--- src/common/vsc_cfg.svh ---
// Summary of operation
// - Passive zero held 64 us, 62 to 66
// - Passive one held 128 us, 126 to 130
// - Active zero driven 128 us, 126 to 130
// - Active one driven 64 us, 62 to 66
// - Frame opens with 200 us active start
// - End of data is 200 us passive
// - Frame ends after 280 us passive bus
// - New frame waits 300 us passive separator
// - Receive passive 34 to 96 as zero
// - Receive passive 96 to 163 as one
// - Receive active 96 to 163 as zero
// - Receive active 34 to 96 as one
// - Receive active 163 to 239 as start
// - Receive passive 163 to 239 as end-of-data
// - Receive passive 239 or longer as end-of-frame
// - Active 280 us or longer is break
// - Timing from 1.048576 or 1.0 MHz base
// - Receive window edges uncertain by one tick
// - Transmit durations corrected by delay adjust
`ifndef VSC_CFG_SVH
`define VSC_CFG_SVH

// ----------------------------------------------------------------
// Time base
// ----------------------------------------------------------------
`define VSC_ACC_W 24
`define VSC_INC_1M 24'h020c4a
`define VSC_INC_1M05 24'h0225c1
`define VSC_TB_KHZ 1000
`define VSC_CNT_W 9
`define VSC_CNT_MAX 9'h1ff
`define VSC_ADJ_W 4
`define VSC_FIFO_DEPTH 4
`define VSC_T(us) `VSC_CNT_W'((us) * `VSC_TB_KHZ / 1000)

// ----------------------------------------------------------------
// Transmit nominal times, us
// ----------------------------------------------------------------
`define VSC_TX_P0_US 64
`define VSC_TX_P1_US 128
`define VSC_TX_A0_US 128
`define VSC_TX_A1_US 64
`define VSC_TX_SOF_US 200
`define VSC_TX_EOD_US 200
`define VSC_TX_EOF_US 280
`define VSC_TX_IFS_US 300

// ----------------------------------------------------------------
// Receive window bounds, us
// ----------------------------------------------------------------
`define VSC_RX_SHORT_MIN_US 34
`define VSC_RX_LONG_MIN_US 96
`define VSC_RX_LONG_MAX_US 163
`define VSC_RX_SOF_MAX_US 239
`define VSC_RX_EOF_MAX_US 320
`define VSC_RX_BRK_US 280

`endif

--- src/common/vsc_pkg.sv ---
`include "vsc_cfg.svh"

package vsc_pkg;

    // Symbols the user hands to the encoder
    typedef enum logic [1:0] {
        VSC_TX_SOF = 2'h0,
        VSC_TX_DATA = 2'h1,
        VSC_TX_EOD = 2'h2
    } vsc_tx_kind_t;

    typedef struct packed {
        vsc_tx_kind_t kind;
        logic bit_val;
    } vsc_tx_sym_t;

    // Symbols the decoder reports
    typedef enum logic [2:0] {
        VSC_RX_ZERO = 3'h0,
        VSC_RX_ONE = 3'h1,
        VSC_RX_SOF = 3'h2,
        VSC_RX_EOD = 3'h3,
        VSC_RX_EOF = 3'h4,
        VSC_RX_BREAK = 3'h5,
        VSC_RX_INVALID = 3'h6
    } vsc_rx_kind_t;

    typedef struct packed {
        vsc_rx_kind_t kind;
        logic level;
        logic [`VSC_CNT_W-1:0] ticks;
    } vsc_rx_sym_t;

    // Encoder states, one-hot
    typedef enum logic [3:0] {
        VSC_ST_IDLE = 4'h1,
        VSC_ST_SOF = 4'h2,
        VSC_ST_DATA = 4'h4,
        VSC_ST_TAIL = 4'h8
    } vsc_tx_state_t;

endpackage

--- src/hw/vsc_tick_gen.sv ---
`timescale 1ns/1ps
`include "vsc_cfg.svh"

module vsc_tick_gen (
    // Clock and reset
    input wire logic core_clk,
    input wire logic sys_rst,
    // Rate select, high for the 1.048576 MHz base
    input wire logic fast_sel,
    // One-cycle pulse per time-base period
    output logic tick
);
    logic [`VSC_ACC_W-1:0] acc;
    logic [`VSC_ACC_W:0] next_sum;

    // Fractional accumulator: jitter of one core cycle is far below a tick
    assign next_sum = {1'b0, acc} + {1'b0, (fast_sel ? `VSC_INC_1M05 : `VSC_INC_1M)};

    // ----------------------------------------------------------------
    // Phase accumulator, carry out is the tick
    // ----------------------------------------------------------------
    // time base rate
    always_ff @(posedge core_clk or posedge sys_rst) begin
        if (sys_rst) begin
            acc <= '0;
            tick <= 1'b0;
        end else begin
            acc <= next_sum[`VSC_ACC_W-1:0];
            tick <= next_sum[`VSC_ACC_W];
        end
    end
endmodule // vsc_tick_gen

--- src/hw/vsc_fifo.sv ---
`timescale 1ns/1ps

module vsc_fifo #(
    parameter int WIDTH = 3,
    parameter int DEPTH = 4
) (
    // Clock and reset
    input wire logic core_clk,
    input wire logic sys_rst,
    // Fill side
    input wire logic in_valid,
    input wire logic [WIDTH-1:0] in_data,
    output logic in_ready,
    // Drain side
    output logic out_valid,
    output logic [WIDTH-1:0] out_data,
    input wire logic out_ready
);
    localparam int AW = (DEPTH > 1) ? $clog2(DEPTH) : 1;
    localparam logic [AW:0] FULL_CNT = (AW + 1)'(DEPTH);
    localparam logic [AW-1:0] LAST = AW'(DEPTH - 1);

    logic [WIDTH-1:0] mem [DEPTH];
    logic [AW-1:0] wr_ptr;
    logic [AW-1:0] rd_ptr;
    logic [AW:0] count;
    logic [AW:0] next_count;
    logic push;
    logic pop;

    assign push = in_valid && in_ready;
    assign pop = out_valid && out_ready;
    assign out_data = mem[rd_ptr];
    assign next_count = count + (AW + 1)'(push) - (AW + 1)'(pop);

    // Storage, no reset needed on data
    always_ff @(posedge core_clk) begin
        if (push) begin
            mem[wr_ptr] <= in_data;
        end
    end

    // Pointers and flags; flags are registered so ready never loops back
    always_ff @(posedge core_clk or posedge sys_rst) begin
        if (sys_rst) begin
            wr_ptr <= '0;
            rd_ptr <= '0;
            count <= '0;
            in_ready <= 1'b0;
            out_valid <= 1'b0;
        end else begin
            if (push) begin
                wr_ptr <= (wr_ptr == LAST) ? '0 : wr_ptr + 1'b1;
            end
            if (pop) begin
                rd_ptr <= (rd_ptr == LAST) ? '0 : rd_ptr + 1'b1;
            end
            count <= next_count;
            in_ready <= (next_count != FULL_CNT);
            out_valid <= (next_count != '0);
        end
    end
endmodule // vsc_fifo

--- src/hw/vsc_codec.sv ---
`timescale 1ns/1ps
`include "vsc_cfg.svh"

module vsc_codec (
    // Clock and reset
    input wire logic core_clk,
    input wire logic sys_rst,
    // Configuration
    input wire logic tb_fast_sel,
    input wire logic [`VSC_ADJ_W-1:0] transceiver_delay_adjust,
    // Transmit symbol stream
    input wire logic tx_sym_valid,
    input wire vsc_pkg::vsc_tx_sym_t tx_sym,
    output logic tx_sym_ready,
    // Transmit status
    output logic tx_busy,
    output logic tx_eod_done,
    output logic tx_frame_done,
    output logic tx_error,
    // Receive symbol stream
    output logic rx_valid,
    output vsc_pkg::vsc_rx_sym_t rx_sym,
    output logic rx_bus_idle,
    // Bus pins toward the transceiver, high is active
    input wire logic link_rx_pin,
    output logic link_tx_pin
);
    import vsc_pkg::*;

    // ----------------------------------------------------------------
    // Helper functions
    // ----------------------------------------------------------------

    // Half-open window test: lo <= cnt < hi
    function automatic logic in_win(input logic [`VSC_CNT_W-1:0] cnt,
                                    input logic [`VSC_CNT_W-1:0] lo,
                                    input logic [`VSC_CNT_W-1:0] hi);
        in_win = (cnt >= lo) && (cnt < hi);
    endfunction

    // Compensated length: transceiver stretches passive, shortens active
    function automatic logic [`VSC_CNT_W-1:0] tx_dur(input logic level,
                                                    input logic [`VSC_CNT_W-1:0] base,
                                                    input logic [`VSC_ADJ_W-1:0] adj);
        if (level) begin
            tx_dur = base + `VSC_CNT_W'(adj);
        end else begin
            tx_dur = base - `VSC_CNT_W'(adj);
        end
    endfunction

    // Nominal bit length by level and value
    function automatic logic [`VSC_CNT_W-1:0] bit_base(input logic level, input logic val);
        if (level) begin
            bit_base = val ? `VSC_T(`VSC_TX_A1_US) : `VSC_T(`VSC_TX_A0_US);
        end else begin
            bit_base = val ? `VSC_T(`VSC_TX_P1_US) : `VSC_T(`VSC_TX_P0_US);
        end
    endfunction

    // ----------------------------------------------------------------
    // Time base and transmit buffer
    // ----------------------------------------------------------------
    logic tick;
    logic f_valid;
    vsc_tx_sym_t f_data;
    logic f_pop;

    vsc_tick_gen vsc_tick_gen_i (
        .core_clk(core_clk),
        .sys_rst(sys_rst),
        .fast_sel(tb_fast_sel),
        .tick(tick)
    );

    // Four symbols of slack, so the user may refill at leisure mid-frame
    vsc_fifo #(
        .WIDTH($bits(vsc_tx_sym_t)),
        .DEPTH(`VSC_FIFO_DEPTH)
    ) vsc_fifo_i (
        .core_clk(core_clk),
        .sys_rst(sys_rst),
        .in_valid(tx_sym_valid),
        .in_data(tx_sym),
        .in_ready(tx_sym_ready),
        .out_valid(f_valid),
        .out_data(f_data),
        .out_ready(f_pop)
    );

    // ----------------------------------------------------------------
    // Receive timing
    // ----------------------------------------------------------------
    logic rx_level;
    logic [`VSC_CNT_W-1:0] rx_cnt;
    logic rx_done;
    logic rx_edge;
    logic [`VSC_CNT_W-1:0] rx_cnt_inc;
    logic rx_emit;
    vsc_rx_kind_t rx_kind;

    assign rx_edge = (link_rx_pin != rx_level);
    assign rx_cnt_inc = (rx_cnt == `VSC_CNT_MAX) ? rx_cnt : rx_cnt + 1'b1;

    // Level tracker and edge-to-edge tick counter
    // edge to edge timing
    always_ff @(posedge core_clk or posedge sys_rst) begin
        if (sys_rst) begin
            rx_level <= 1'b0;
            rx_cnt <= '0;
        end else if (rx_edge) begin
            rx_level <= link_rx_pin;
            rx_cnt <= '0;
        end else if (tick) begin
            rx_cnt <= rx_cnt_inc;
        end
    end

    // Period already reported early (EOF, break) or idle since reset
    always_ff @(posedge core_clk or posedge sys_rst) begin
        if (sys_rst) begin
            rx_done <= 1'b1;
        end else if (rx_edge) begin
            rx_done <= 1'b0;
        end else if (rx_emit) begin
            rx_done <= 1'b1;
        end
    end

    // Classification; long passive and active periods report on timeout
    always_comb begin
        rx_emit = 1'b0;
        rx_kind = VSC_RX_INVALID;
        if (rx_edge && !rx_done) begin
            rx_emit = 1'b1;
            if (rx_level) begin
                if (in_win(rx_cnt, `VSC_T(`VSC_RX_SHORT_MIN_US), `VSC_T(`VSC_RX_LONG_MIN_US))) begin
                    rx_kind = VSC_RX_ONE;
                end else if (in_win(rx_cnt, `VSC_T(`VSC_RX_LONG_MIN_US), `VSC_T(`VSC_RX_LONG_MAX_US))) begin
                    rx_kind = VSC_RX_ZERO;
                end else if (in_win(rx_cnt, `VSC_T(`VSC_RX_LONG_MAX_US), `VSC_T(`VSC_RX_SOF_MAX_US))) begin
                    rx_kind = VSC_RX_SOF;
                end
            end else begin
                if (in_win(rx_cnt, `VSC_T(`VSC_RX_SHORT_MIN_US), `VSC_T(`VSC_RX_LONG_MIN_US))) begin
                    rx_kind = VSC_RX_ZERO;
                end else if (in_win(rx_cnt, `VSC_T(`VSC_RX_LONG_MIN_US), `VSC_T(`VSC_RX_LONG_MAX_US))) begin
                    rx_kind = VSC_RX_ONE;
                end else if (in_win(rx_cnt, `VSC_T(`VSC_RX_LONG_MAX_US), `VSC_T(`VSC_RX_SOF_MAX_US))) begin
                    rx_kind = VSC_RX_EOD;
                end
            end
        end else if (tick && !rx_edge && !rx_done) begin
            if (!rx_level && rx_cnt_inc == `VSC_T(`VSC_RX_SOF_MAX_US)) begin
                rx_emit = 1'b1;
                rx_kind = VSC_RX_EOF;
            end else if (rx_level && rx_cnt_inc == `VSC_T(`VSC_RX_BRK_US)) begin
                rx_emit = 1'b1;
                rx_kind = VSC_RX_BREAK;
            end
        end
    end

    // Registered symbol report; boundaries carry one tick of sampling doubt
    // one tick uncertainty
    always_ff @(posedge core_clk or posedge sys_rst) begin
        if (sys_rst) begin
            rx_valid <= 1'b0;
            rx_sym <= '0;
        end else begin
            rx_valid <= rx_emit;
            if (rx_emit) begin
                rx_sym.kind <= rx_kind;
                rx_sym.level <= rx_level;
                rx_sym.ticks <= rx_edge ? rx_cnt : rx_cnt_inc;
            end
        end
    end

    // Bus idle once the separator has elapsed on the receive line
    // separator check
    always_ff @(posedge core_clk or posedge sys_rst) begin
        if (sys_rst) begin
            rx_bus_idle <= 1'b0;
        end else begin
            rx_bus_idle <= !rx_edge && !rx_level && (rx_cnt >= `VSC_T(`VSC_TX_IFS_US));
        end
    end

    // ----------------------------------------------------------------
    // Transmit sequencer
    // ----------------------------------------------------------------
    vsc_tx_state_t tx_state;
    vsc_tx_state_t next_state;
    logic [`VSC_CNT_W-1:0] tx_cnt;
    logic [`VSC_CNT_W-1:0] next_cnt;
    logic next_level;
    logic err_p;
    logic eod_p;
    logic done_p;

    // Decision logic; an empty buffer at a boundary aborts the frame
    always_comb begin
        next_state = tx_state;
        next_cnt = tx_cnt;
        next_level = link_tx_pin;
        f_pop = 1'b0;
        err_p = 1'b0;
        eod_p = 1'b0;
        done_p = 1'b0;
        unique case (tx_state)
            VSC_ST_IDLE: begin
                if (f_valid && f_data.kind != VSC_TX_SOF) begin
                    f_pop = 1'b1;
                    err_p = 1'b1;
                end else if (f_valid && rx_bus_idle) begin
                    f_pop = 1'b1;
                    next_level = 1'b1;
                    next_cnt = tx_dur(1'b1, `VSC_T(`VSC_TX_SOF_US), transceiver_delay_adjust);
                    next_state = VSC_ST_SOF;
                end
            end
            VSC_ST_SOF, VSC_ST_DATA: begin
                if (tick && tx_cnt > `VSC_CNT_W'(1)) begin
                    next_cnt = tx_cnt - 1'b1;
                end else if (tick) begin
                    if (f_valid && f_data.kind == VSC_TX_DATA) begin
                        f_pop = 1'b1;
                        next_level = !link_tx_pin;
                        next_cnt = tx_dur(!link_tx_pin, bit_base(!link_tx_pin, f_data.bit_val),
                                          transceiver_delay_adjust);
                        next_state = VSC_ST_DATA;
                    end else if (f_valid && f_data.kind == VSC_TX_EOD && link_tx_pin &&
                                 tx_state == VSC_ST_DATA) begin
                        f_pop = 1'b1;
                        next_level = 1'b0;
                        next_cnt = '0;
                        next_state = VSC_ST_TAIL;
                    end else begin
                        f_pop = f_valid;
                        err_p = 1'b1;
                        next_level = 1'b0;
                        next_cnt = '0;
                        next_state = VSC_ST_TAIL;
                    end
                end
            end
            VSC_ST_TAIL: begin
                if (tick) begin
                    next_cnt = tx_cnt + 1'b1;
                    if (next_cnt == tx_dur(1'b0, `VSC_T(`VSC_TX_EOD_US), transceiver_delay_adjust)) begin
                        eod_p = 1'b1;
                    end
                    if (next_cnt == tx_dur(1'b0, `VSC_T(`VSC_TX_EOF_US), transceiver_delay_adjust)) begin
                        done_p = 1'b1;
                        next_state = VSC_ST_IDLE;
                    end
                end
            end
        endcase
    end

    // State register
    always_ff @(posedge core_clk or posedge sys_rst) begin
        if (sys_rst) begin
            tx_state <= VSC_ST_IDLE;
        end else begin
            tx_state <= next_state;
        end
    end

    // Period counter and driven level
    always_ff @(posedge core_clk or posedge sys_rst) begin
        if (sys_rst) begin
            tx_cnt <= '0;
            link_tx_pin <= 1'b0;
        end else begin
            tx_cnt <= next_cnt;
            link_tx_pin <= next_level;
        end
    end

    // Status pulses and busy level
    always_ff @(posedge core_clk or posedge sys_rst) begin
        if (sys_rst) begin
            tx_busy <= 1'b0;
            tx_eod_done <= 1'b0;
            tx_frame_done <= 1'b0;
            tx_error <= 1'b0;
        end else begin
            tx_busy <= (next_state != VSC_ST_IDLE);
            tx_eod_done <= eod_p;
            tx_frame_done <= done_p;
            tx_error <= err_p;
        end
    end
endmodule // vsc_codec

--- config.mk ---
export PLATFORM = sky130hd
export DESIGN_NAME = vsc_codec
export DESIGN_NICKNAME = d
export VERILOG_FILES = /design/src/common/vsc_pkg.sv /design/src/hw/vsc_tick_gen.sv /design/src/hw/vsc_fifo.sv /design/src/hw/vsc_codec.sv
export VERILOG_INCLUDE_DIRS = /design/src /design/src/common
export SDC_FILE = /design/constraint.sdc
export NUM_CORES = 1
export LEC_CHECK = 0
export BUFFER_PORTS_ARGS = -buffer_cell sky130_fd_sc_hd__buf_2
export CAP_MARGIN = 20
export CORE_UTILIZATION = 62
export DETAILED_ROUTE_END_ITERATION = 6
export GPL_ROUTABILITY_DRIVEN = 0
export PLACE_DENSITY = 0.85
export SETUP_SLACK_MARGIN = 0.2
export SYNTH_ARGS = -nofsm -noshare
export SYNTH_HDL_FRONTEND = slang
export SYNTH_SLANG_ARGS = --single-unit
export TNS_END_PERCENT = 50
--- constraint.sdc ---
create_clock -name core_clk -period 3.92 [get_ports core_clk]
set_input_delay 0.392 -clock core_clk [delete_from_list [all_inputs] [get_ports core_clk]]
set_output_delay 0.392 -clock core_clk [all_outputs]
set_load 0.005 [all_outputs]
==> results.json, run 1 <==
{
  "yosys_warnings": 0,
  "io_buffers": 32,
  "initial_core_util_pct": 64.72,
  "synth_seq_area_share_pct": 40.61,
  "numCtsBuffers": 9,
  "fp.dieW_um": 97.88,
  "crit_fanout": 11,
  "r2r_start": "tx_cnt[2]",
  "fillCellCount": 663,
  "seq_power_share_pct": 43.7,
  "crit_path_start_kind": "register",
  "grt_pass1_wl_um": 20940,
  "p_leak_nw": 2.601,
  "swShare_pct": 36.67,
  "tritoncts": "done",
  "skew_ns": 0.01762,
  "hold_viol_final": 0,
  "grt_pass1_vias": 4533,
  "synth_cell_types": 67,
  "synthCells": 608,
  "power_switching_mw": 1.122,
  "area_delta_synth_final_pct": 6.630,
  "ctsResizeCount": 0,
  "placed_cells": 719,
  "path_clk_slew_ns": 0.10,
  "clkLatencyLatePin_ns": 0.36,
  "mappedNetlistArea_mm2": 0.005699,
  "finalCriticalPeriod_ns": 3.368,
  "outcome": "complete, no violations",
  "async_flop_share_pct": 86.67,
  "yosys-top-cells-area": "dfrtp_1 (33%), edfxtp_1 (6.3%), ha_1 (5.5%)",
  "drc": 0,
  "htree_levels": 3,
  "via_per_inst": 6.322,
  "synth_top_area_cell": "dfrtp_1",
  "drive_above_1_share_pct": 12.92,
  "maxCapViolCount": 0,
  "die_height_um": 97.88,
  "synth_ff_type": "dfrtp_1",
  "avgSynthCellArea_um2": 9.374,
  "ys_ff_latch": 90,
  "antenna_found_initial": 0,
  "clock_sinks": 90,
  "stdcell_count": 735,
  "fin_crit_sh_pct": 85.91,
  "cp_data_arrival_time_ns": 3.61,
  "pin_count": 33,
  "yosysTopAreaCellShare_pct": 33.37,
  "p_comb_share_pct": 35.0,
  "crit_type": "register to register",
  "dr.pass1.iters": 5,
  "worstMarginPinSlew_ns": 0.9234,
  "fmax_ghz": 0.2969,
  "ant_nets": 0,
  "grt_util_all_layers_pct": 26.82,
  "vias": 4647,
  "required_ns": 4.16,
  "yosysMostFrequentCell": "dfrtp_1",
  "power_density_mw_per_mm2": 503.4,
  "syn_nets": 647,
  "dp_hpwl_um": 8781,
  "coreArea_mm2": 0.008806,
  "setup_tns_ns": 0,
  "peakVddDrop_uv": 477.1,
  "setup_viol": 0,
  "hold_buffers": 0,
  "clockBufferDepth": 2,
  "clockRootBuffer": "clkbuf_8",
  "max-slew-margin-rel_pct": 36.85,
  "drtIter0Drc": 404,
  "wl_um": 12060,
  "fin_nets": 661,
  "synth_common_cells": "dfrtp_1 (76), nand2_1 (52), nor2_1 (52), inv_1 (40), a21oi_1 (34)",
  "wl_per_cell_um": 16.41,
  "synth_edf_count": 12,
  "drv_slew": 0,
  "r2r_cells": 11,
  "crit_start": "tx_cnt[2]",
  "holdCritPathClass": "input pin to async pin",
  "end_kind": "register",
  "internal_power_mw": 1.937,
  "grt_max_degree": 53,
  "cts_setup_buffers": 0,
  "rows": 34,
  "clock_power_share_pct": 21.3,
  "diodes": 0,
  "overflow": 0,
  "die_area_mm2": 0.009580,
  "rsz0062_at_grt": "false"
}
layout make-up:
cell class | instances | area, um^2 | share of cell area, %
Multi-Input combinational cell | 444 | 3077 | 50.63
Sequential cell | 90 | 2315 | 38.09
Timing Repair Buffer | 37 | 197.7 | 3.253
Inverter | 40 | 151.4 | 2.491
Tap cell | 108 | 135.1 | 2.224
Clock buffer | 10 | 127.6 | 2.100
Clock inverter | 6 | 73.82 | 1.215
sequential cells by signal, indices dropped and copies added, names as in the netlist, 2 cells and up:
signal              cells
vsc_tick_gen_i.acc     24
rx_sym                 13
vsc_fifo_i.mem         12
rx_cnt                  9
tx_cnt                  9
tx_state                4
vsc_fifo_i.count        3
vsc_fifo_i.rd_ptr       2
vsc_fifo_i.wr_ptr       2
cell families after synthesis:
logic type      share of synthesized area [%]
flops                                   40.61
compound gates                          16.40
buf+inv                                 5.488
xor+xnor                                8.913
fa+ha+maj                               6.191
simple gates                            19.06
mux                                     3.337
worst max-delay path, cell delays in order, from the launching register on:
cell	delay (ns)
dfrtp_1	0.50
or3_1	0.50
nor4_1	0.58
and3_1	0.31
o21ai_1	0.15
inv_1	0.10
ha_1	0.22
inv_1	0.06
ha_1	0.16
fa_1	0.44
nor2_1	0.18
nand2_1	0.07
layout by cell type (no fill, tap or decap), drive strengths merged, types with 3 or more instances in the layout:
master and instances:
dfrtp 76, nand2 52, nor2 52, inv 42, buf 37, a21oi 34
xor2 29, xnor2 29, ha 25, o21ai 25, and3 16, nor3 16
nand3 14, nor3b 12, edfxtp 12, a31oi 11, a211oi 10, clkbuf 10
nand4 9, mux2 9, nor4 8, or3 7, a21o 7, and2 6
o31ai 5, a31o 4, nand2b 4, o211ai 4, mux4 3, nor4b 3
a221o 3, a32oi 3, and4 3, a2111oi 3, a221oi 3
stage by stage:
step	total power [mW]	hold WS (ns)	area [um^2]	setup WS, ns	utilization [%]
2_1_floorplan	2.165	0.4337	5699	0.8833	-
3_3_place_gp	2.356	0.4483	5876	0.7284	66.72
3_5_place_dp	2.406	0.4539	5876	0.6157	66.72
4_1_cts	3.067	0.2041	6077	0.5996	69.01
5_1_grt	3.264	0.2423	6077	0.2884	69.01
6_report	3.059	0.1829	6077	0.5522	69.01
worst paths after layout:
check                      slack (ns)                endpoint
hold / removal                   0.18                tx_error
max in group asynchronous        2.87               rx_cnt[7]
setup / recovery                 0.55     vsc_fifo_i.in_ready
setup reg to reg                 0.55     vsc_fifo_i.in_ready
min in group core_clk            0.26    vsc_fifo_i.mem[1][0]
hold reg to reg                  0.46  vsc_tick_gen_i.acc[16]
routing by layer:
layer	vias to the layer above	wire length [um]	track usage (%)
li1	2199	-	-
met1	2266	5271	36.40
met2	153	5879	43.77
met3	29	625	4.009
met4	0	283	10.02
met5	-	0	0
power by group through the flow:
stage               sequential (mW)  clock [mW]  combinational (mW)
floorplan                      1.29           0               0.878
global placement               1.34           0                1.02
detailed placement             1.35           0                1.06
CTS                            1.33       0.661                1.07
global route                   1.36       0.699                1.21
finish                         1.34       0.651                1.07
Power figures use the tool's default switching activity.
==> inputs of run 2 (changes only) <==
CAP_MARGIN = not set   (was 20)
MAX_ROUTING_LAYER = met4   (was not set)
RECOVER_POWER = 50   (was not set)
==> run 2 against run 1 <==
Compared with the run above: the run now ends with max-capacitance violations, max-slew violations left; combinational power hardly changed; setup slack better by 0.013 ns; via count is 0.49% higher; register-to-register slack hardly changed; clock skew hardly changed; global-route usage is 0.83 points higher; cell count stayed put; critical endpoint unchanged; highest routed layer unchanged.
==> results.json, run 2 (synthesized netlist as in run 1, its figures left out) <==
{
  "layout_commonest_cell": "dfrtp_1",
  "htree_levels": 3,
  "clockBufferDepth": 2,
  "p_leak_nw": 2.580,
  "r2r_start": "tx_cnt[2]",
  "max-slew-margin-rel_pct": -49.45,
  "rows": 34,
  "crit_path_start_kind": "register",
  "rsz0062_at_grt": "false",
  "dp_hpwl_um": 8781,
  "diodes": 0,
  "final_cell_mix": "dfrtp_1 (76), nand2_1 (52), nor2_1 (52), inv_1 (39), a21oi_1 (34)",
  "path_clk_slew_ns": 0.10,
  "drc": 0,
  "required_ns": 4.16,
  "coreArea_mm2": 0.008806,
  "drv_slew": 53,
  "fp.dieW_um": 97.88,
  "wl_um": 12090,
  "hold_buffers": 0,
  "tritoncts": "done",
  "drtIter0Drc": 369,
  "ant_nets": 0,
  "finalCriticalPeriod_ns": 3.355,
  "io_buffers": 32,
  "antenna_found_initial": 0,
  "fmax_ghz": 0.2981,
  "crit_type": "register to register",
  "clockRootBuffer": "clkbuf_8",
  "overflow": 0,
  "area_delta_synth_final_pct": 6.476,
  "crit_start": "tx_cnt[2]",
  "wl_per_cell_um": 16.44,
  "min_from": "link_rx_pin",
  "hold_slack_ns": 0.2784,
  "hold_viol_final": 0,
  "end_kind": "register",
  "worstMarginPinSlew_ns": 2.230,
  "vias": 4670,
  "numCtsBuffers": 9,
  "die_height_um": 97.88,
  "cts_setup_buffers": 0,
  "grt_pass1_vias": 4535,
  "ctsResizeCount": 0,
  "peakVddDrop_uv": 477.0,
  "holdCritPathClass": "input pin to register",
  "dr.pass1.iters": 5,
  "grt_util_all_layers_pct": 27.64,
  "cp_data_arrival_time_ns": 3.60,
  "setup_viol": 0,
  "skew_ns": 0.01804,
  "fin_crit_sh_pct": 85.58,
  "grt_pass1_wl_um": 20940,
  "outcome": "complete, but fails checks",
  "violations": "max-capacitance violations, max-slew violations",
  "via_per_inst": 6.354,
  "fin_nets": 661,
  "crit_fanout": 11,
  "largest_reg_flops": 24,
  "largest_registers": "vsc_tick_gen_i.acc x24, rx_sym x13, vsc_fifo_i.mem x12",
  "drive_above_1_share_pct": 12.12,
  "clkLatencyLatePin_ns": 0.36,
  "clock_sinks": 90,
  "setup_tns_ns": 0,
  "regMostFlops": "vsc_tick_gen_i.acc",
  "die_area_mm2": 0.009580,
  "pin_count": 33,
  "initial_core_util_pct": 64.72,
  "grt_max_degree": 53,
  "power_density_mw_per_mm2": 504.1,
  "maxCapViolCount": 1
}
run 2: cell types whose count changed in the layout (fill, tap and decap cells not counted):
cell,change
clkinvlp_2,+1
clkbuf_1,+5
buf_2,-4
clkinv_2,-1
buf_4,-1
run 2: metal layers:
metal	up-vias	track usage [%]	share of wire (%)
li1	2208	-	-
met1	2275	36.50	44
met2	148	43.88	48
met3	39	3.651	4.7
met4	0	10.02	2.6
met5	-	-	0
run 2: power by group:
group | leakage (nW) | switching (mW) | total, mW | internal [mW]
Combinational | 1.44 | 0.585 | 1.07 | 0.485
Sequential | 1.05 | 0.191 | 1.34 | 1.15
Clock | 0.0954 | 0.347 | 0.651 | 0.304
Total | 2.58 | 1.12 | 3.06 | 1.94
run 2: final timing paths:
check	slack [ns]	endpoint	cells after the start
min reg2reg	0.47	vsc_tick_gen_i.acc[16]	1
min	0.28	rx_level	3
min in group asynchronous	0.63	tx_error	2
max reg2reg	0.57	vsc_fifo_i.in_ready	11
max in group asynchronous	1.21	rx_cnt[7]	3
max	0.57	vsc_fifo_i.in_ready	11
run 2: worst max-delay path, cell delays in order (launching register included):
cell	delay, ns
dfrtp_1	0.50
or3_1	0.50
nor4_1	0.57
and3_1	0.31
o21ai_1	0.15
inv_1	0.10
ha_1	0.22
inv_1	0.06
ha_1	0.16
fa_1	0.44
nor2_1	0.18
nand2_1	0.07
run 2: final cells by class:
type	count	area [um^2]
sequential	90	2315
timing repair buffer	37	188.9
clock buffer	10	127.6
inverter	40	151.4
tap	108	135.1
fill	665	2738
multi-input combinational	444	3077
clock inverter	6	73.82
run 2: metrics by stage:
step | worst slack, ns | std cells | instance area (um^2) | util (%) | power (mW)
6_report | 0.5654 | 735 | 6068 | 68.91 | 3.059
5_1_grt | 0.2884 | 735 | 6068 | 68.91 | 3.262
4_1_cts | 0.5996 | 735 | 6077 | 69.01 | 3.067
3_5_place_dp | 0.6157 | 719 | 5876 | 66.72 | 2.406
3_3_place_gp | 0.7284 | 719 | 5876 | 66.72 | 2.356
2_1_floorplan | 0.8833 | 608 | 5699 | - | 2.165
==> inputs of run 3 (changes only) <==
RECOVER_POWER = not set   (was 50)
==> run 3 against run 2 <==
Compared with the run above: non-clock buffer count stayed put; cell area is 0.14% higher; setup slack worse by 0.0062 ns; clock skew hardly changed; global-route usage stayed put; the flow now finishes without violations; critical endpoint unchanged.
==> results.json, run 3 (synthesized netlist as in run 1, its figures left out) <==
{
  "numCtsBuffers": 9,
  "crit_path_start_kind": "register",
  "ant_nets": 0,
  "crit_fanout": 11,
  "dp_hpwl_um": 8781,
  "drive_above_1_share_pct": 12.92,
  "initial_core_util_pct": 64.72,
  "slowest_stage": "nor4_1",
  "cp_data_arrival_time_ns": 3.60,
  "clkLatencyLatePin_ns": 0.36,
  "coreArea_mm2": 0.008806,
  "internal_power_mw": 1.937,
  "diodes": 0,
  "worstMarginPinSlew_ns": 0.9165,
  "path_clk_slew_ns": 0.11,
  "largest_reg_flops": 24,
  "r2r_start": "tx_cnt[2]",
  "design_area_mm2": 0.006077,
  "cts_setup_buffers": 0,
  "grt_util_all_layers_pct": 27.64,
  "power_density_mw_per_mm2": 503.8,
  "largest_registers": "vsc_tick_gen_i.acc x24, rx_sym x13, vsc_fifo_i.mem x12",
  "wl_per_cell_um": 16.39,
  "power_switching_mw": 1.124,
  "ctsResizeCount": 0,
  "via_per_inst": 6.316,
  "grt_max_degree": 53,
  "layout_commonest_cell": "dfrtp_1",
  "rsz0062_at_grt": "false",
  "io_buffers": 32,
  "pin_count": 33,
  "finalCriticalPeriod_ns": 3.361,
  "crit_chain": "or3_1 -> nor4_1 -> and3_1 -> o21ai_1 -> inv_1 -> ha_1 -> inv_1 -> ha_1 -> fa_1 -> nor2_1 -> nand2_1",
  "crit_type": "register to register",
  "place_ws_ns": 0.6157,
  "fmax_ghz": 0.2976,
  "seq_power_share_pct": 43.7,
  "maxCapViolCount": 0,
  "fin_crit_sh_pct": 85.73,
  "drc": 0,
  "fillCellCount": 663,
  "cpPeakStageDelay_ns": 0.57,
  "crit_start": "tx_cnt[2]",
  "grt_pass1_vias": 4535,
  "max-slew-margin-rel_pct": 37.32,
  "outcome": "complete, no violations",
  "holdCritPathClass": "input pin to async pin",
  "die_area_mm2": 0.009580,
  "drv_slew": 0,
  "die_height_um": 97.88,
  "hold_buffers": 0,
  "overflow": 0,
  "peakVddDrop_uv": 477.7,
  "area_delta_synth_final_pct": 6.630,
  "dr.pass1.iters": 5,
  "tritoncts": "done",
  "clockRootBuffer": "clkbuf_8",
  "fp.dieW_um": 97.88,
  "setup_viol": 0,
  "setup_tns_ns": 0,
  "antenna_found_initial": 0,
  "end_kind": "register",
  "clockBufferDepth": 2,
  "vias": 4642,
  "drtIter0Drc": 364,
  "fin_nets": 661,
  "clock_sinks": 90,
  "place_area_mm2": 0.005876,
  "clock_power_share_pct": 21.3,
  "rows": 34,
  "regMostFlops": "vsc_tick_gen_i.acc",
  "final_cell_mix": "dfrtp_1 (76), nand2_1 (52), nor2_1 (52), inv_1 (39), a21oi_1 (34)",
  "wl_um": 12050,
  "skew_ns": 0.01853,
  "setup_slack_ns": 0.5592,
  "grt_pass1_wl_um": 20940,
  "hold_viol_final": 0,
  "p_leak_nw": 2.601,
  "p_comb_share_pct": 35.0,
  "required_ns": 4.16,
  "swShare_pct": 36.72,
  "htree_levels": 3
}
-- run 3: final timing paths --
path	endpoint	slack (ns)	cells after the start
max	vsc_fifo_i.in_ready	0.56	11
max reg2reg	vsc_fifo_i.in_ready	0.56	11
max in group asynchronous	rx_cnt[7]	2.87	3
min in group core_clk	vsc_fifo_i.mem[1][0]	0.25	1
min	tx_state[2]	0.18	2
min reg2reg	vsc_tick_gen_i.acc[16]	0.46	1
-- run 3: cell type report --
| class | instances | area [um^2] | share of cell area [%] |
|---|---|---|---|
| sequential | 90 | 2315 | 38.09 |
| timing repair buffer | 37 | 197.7 | 3.253 |
| multi-input combinational | 444 | 3077 | 50.63 |
| inverter | 40 | 151.4 | 2.491 |
| tap | 108 | 135.1 | 2.224 |
| clock buffer | 10 | 127.6 | 2.100 |
| clock inverter | 6 | 73.82 | 1.215 |
-- run 3: worst max-delay path: cells and delay by family, from the launching register on --
kind	cells	cell delay (ns)
simple gates	5	1.63
fa+ha+maj	3	0.82
flops	1	0.50
buf+inv	2	0.16
compound gates	1	0.15
-- run 3: through the flow --
step                      utilization (%)  power [mW]  hold WS [ns]  instances
final                               69.01       3.061        0.1795        735
after global routing                69.01       3.263        0.2423        735
after CTS                           69.01       3.067        0.2041        735
after detailed placement            66.72       2.406        0.4539        719
after global placement              66.72       2.356        0.4483        719
after floorplan                         -       2.165        0.4337        608
-- run 3: metal layers --
metal	vias to the layer above	global-route usage [%]	wire length, um	share of wire [%]
li1	2206	-	-	-
met5	-	-	0	0
met3	32	3.651	547	4.5
met1	2261	36.50	5388	45
met4	0	10.02	274	2.3
met2	143	43.88	5839	48
-- run 3: power by group through the flow --
stage | clock [mW] | sequential [mW] | combinational, mW
finish | 0.652 | 1.34 | 1.07
global route | 0.697 | 1.36 | 1.21
CTS | 0.661 | 1.33 | 1.07
detailed placement | 0 | 1.35 | 1.06
global placement | 0 | 1.34 | 1.02
floorplan | 0 | 1.29 | 0.878
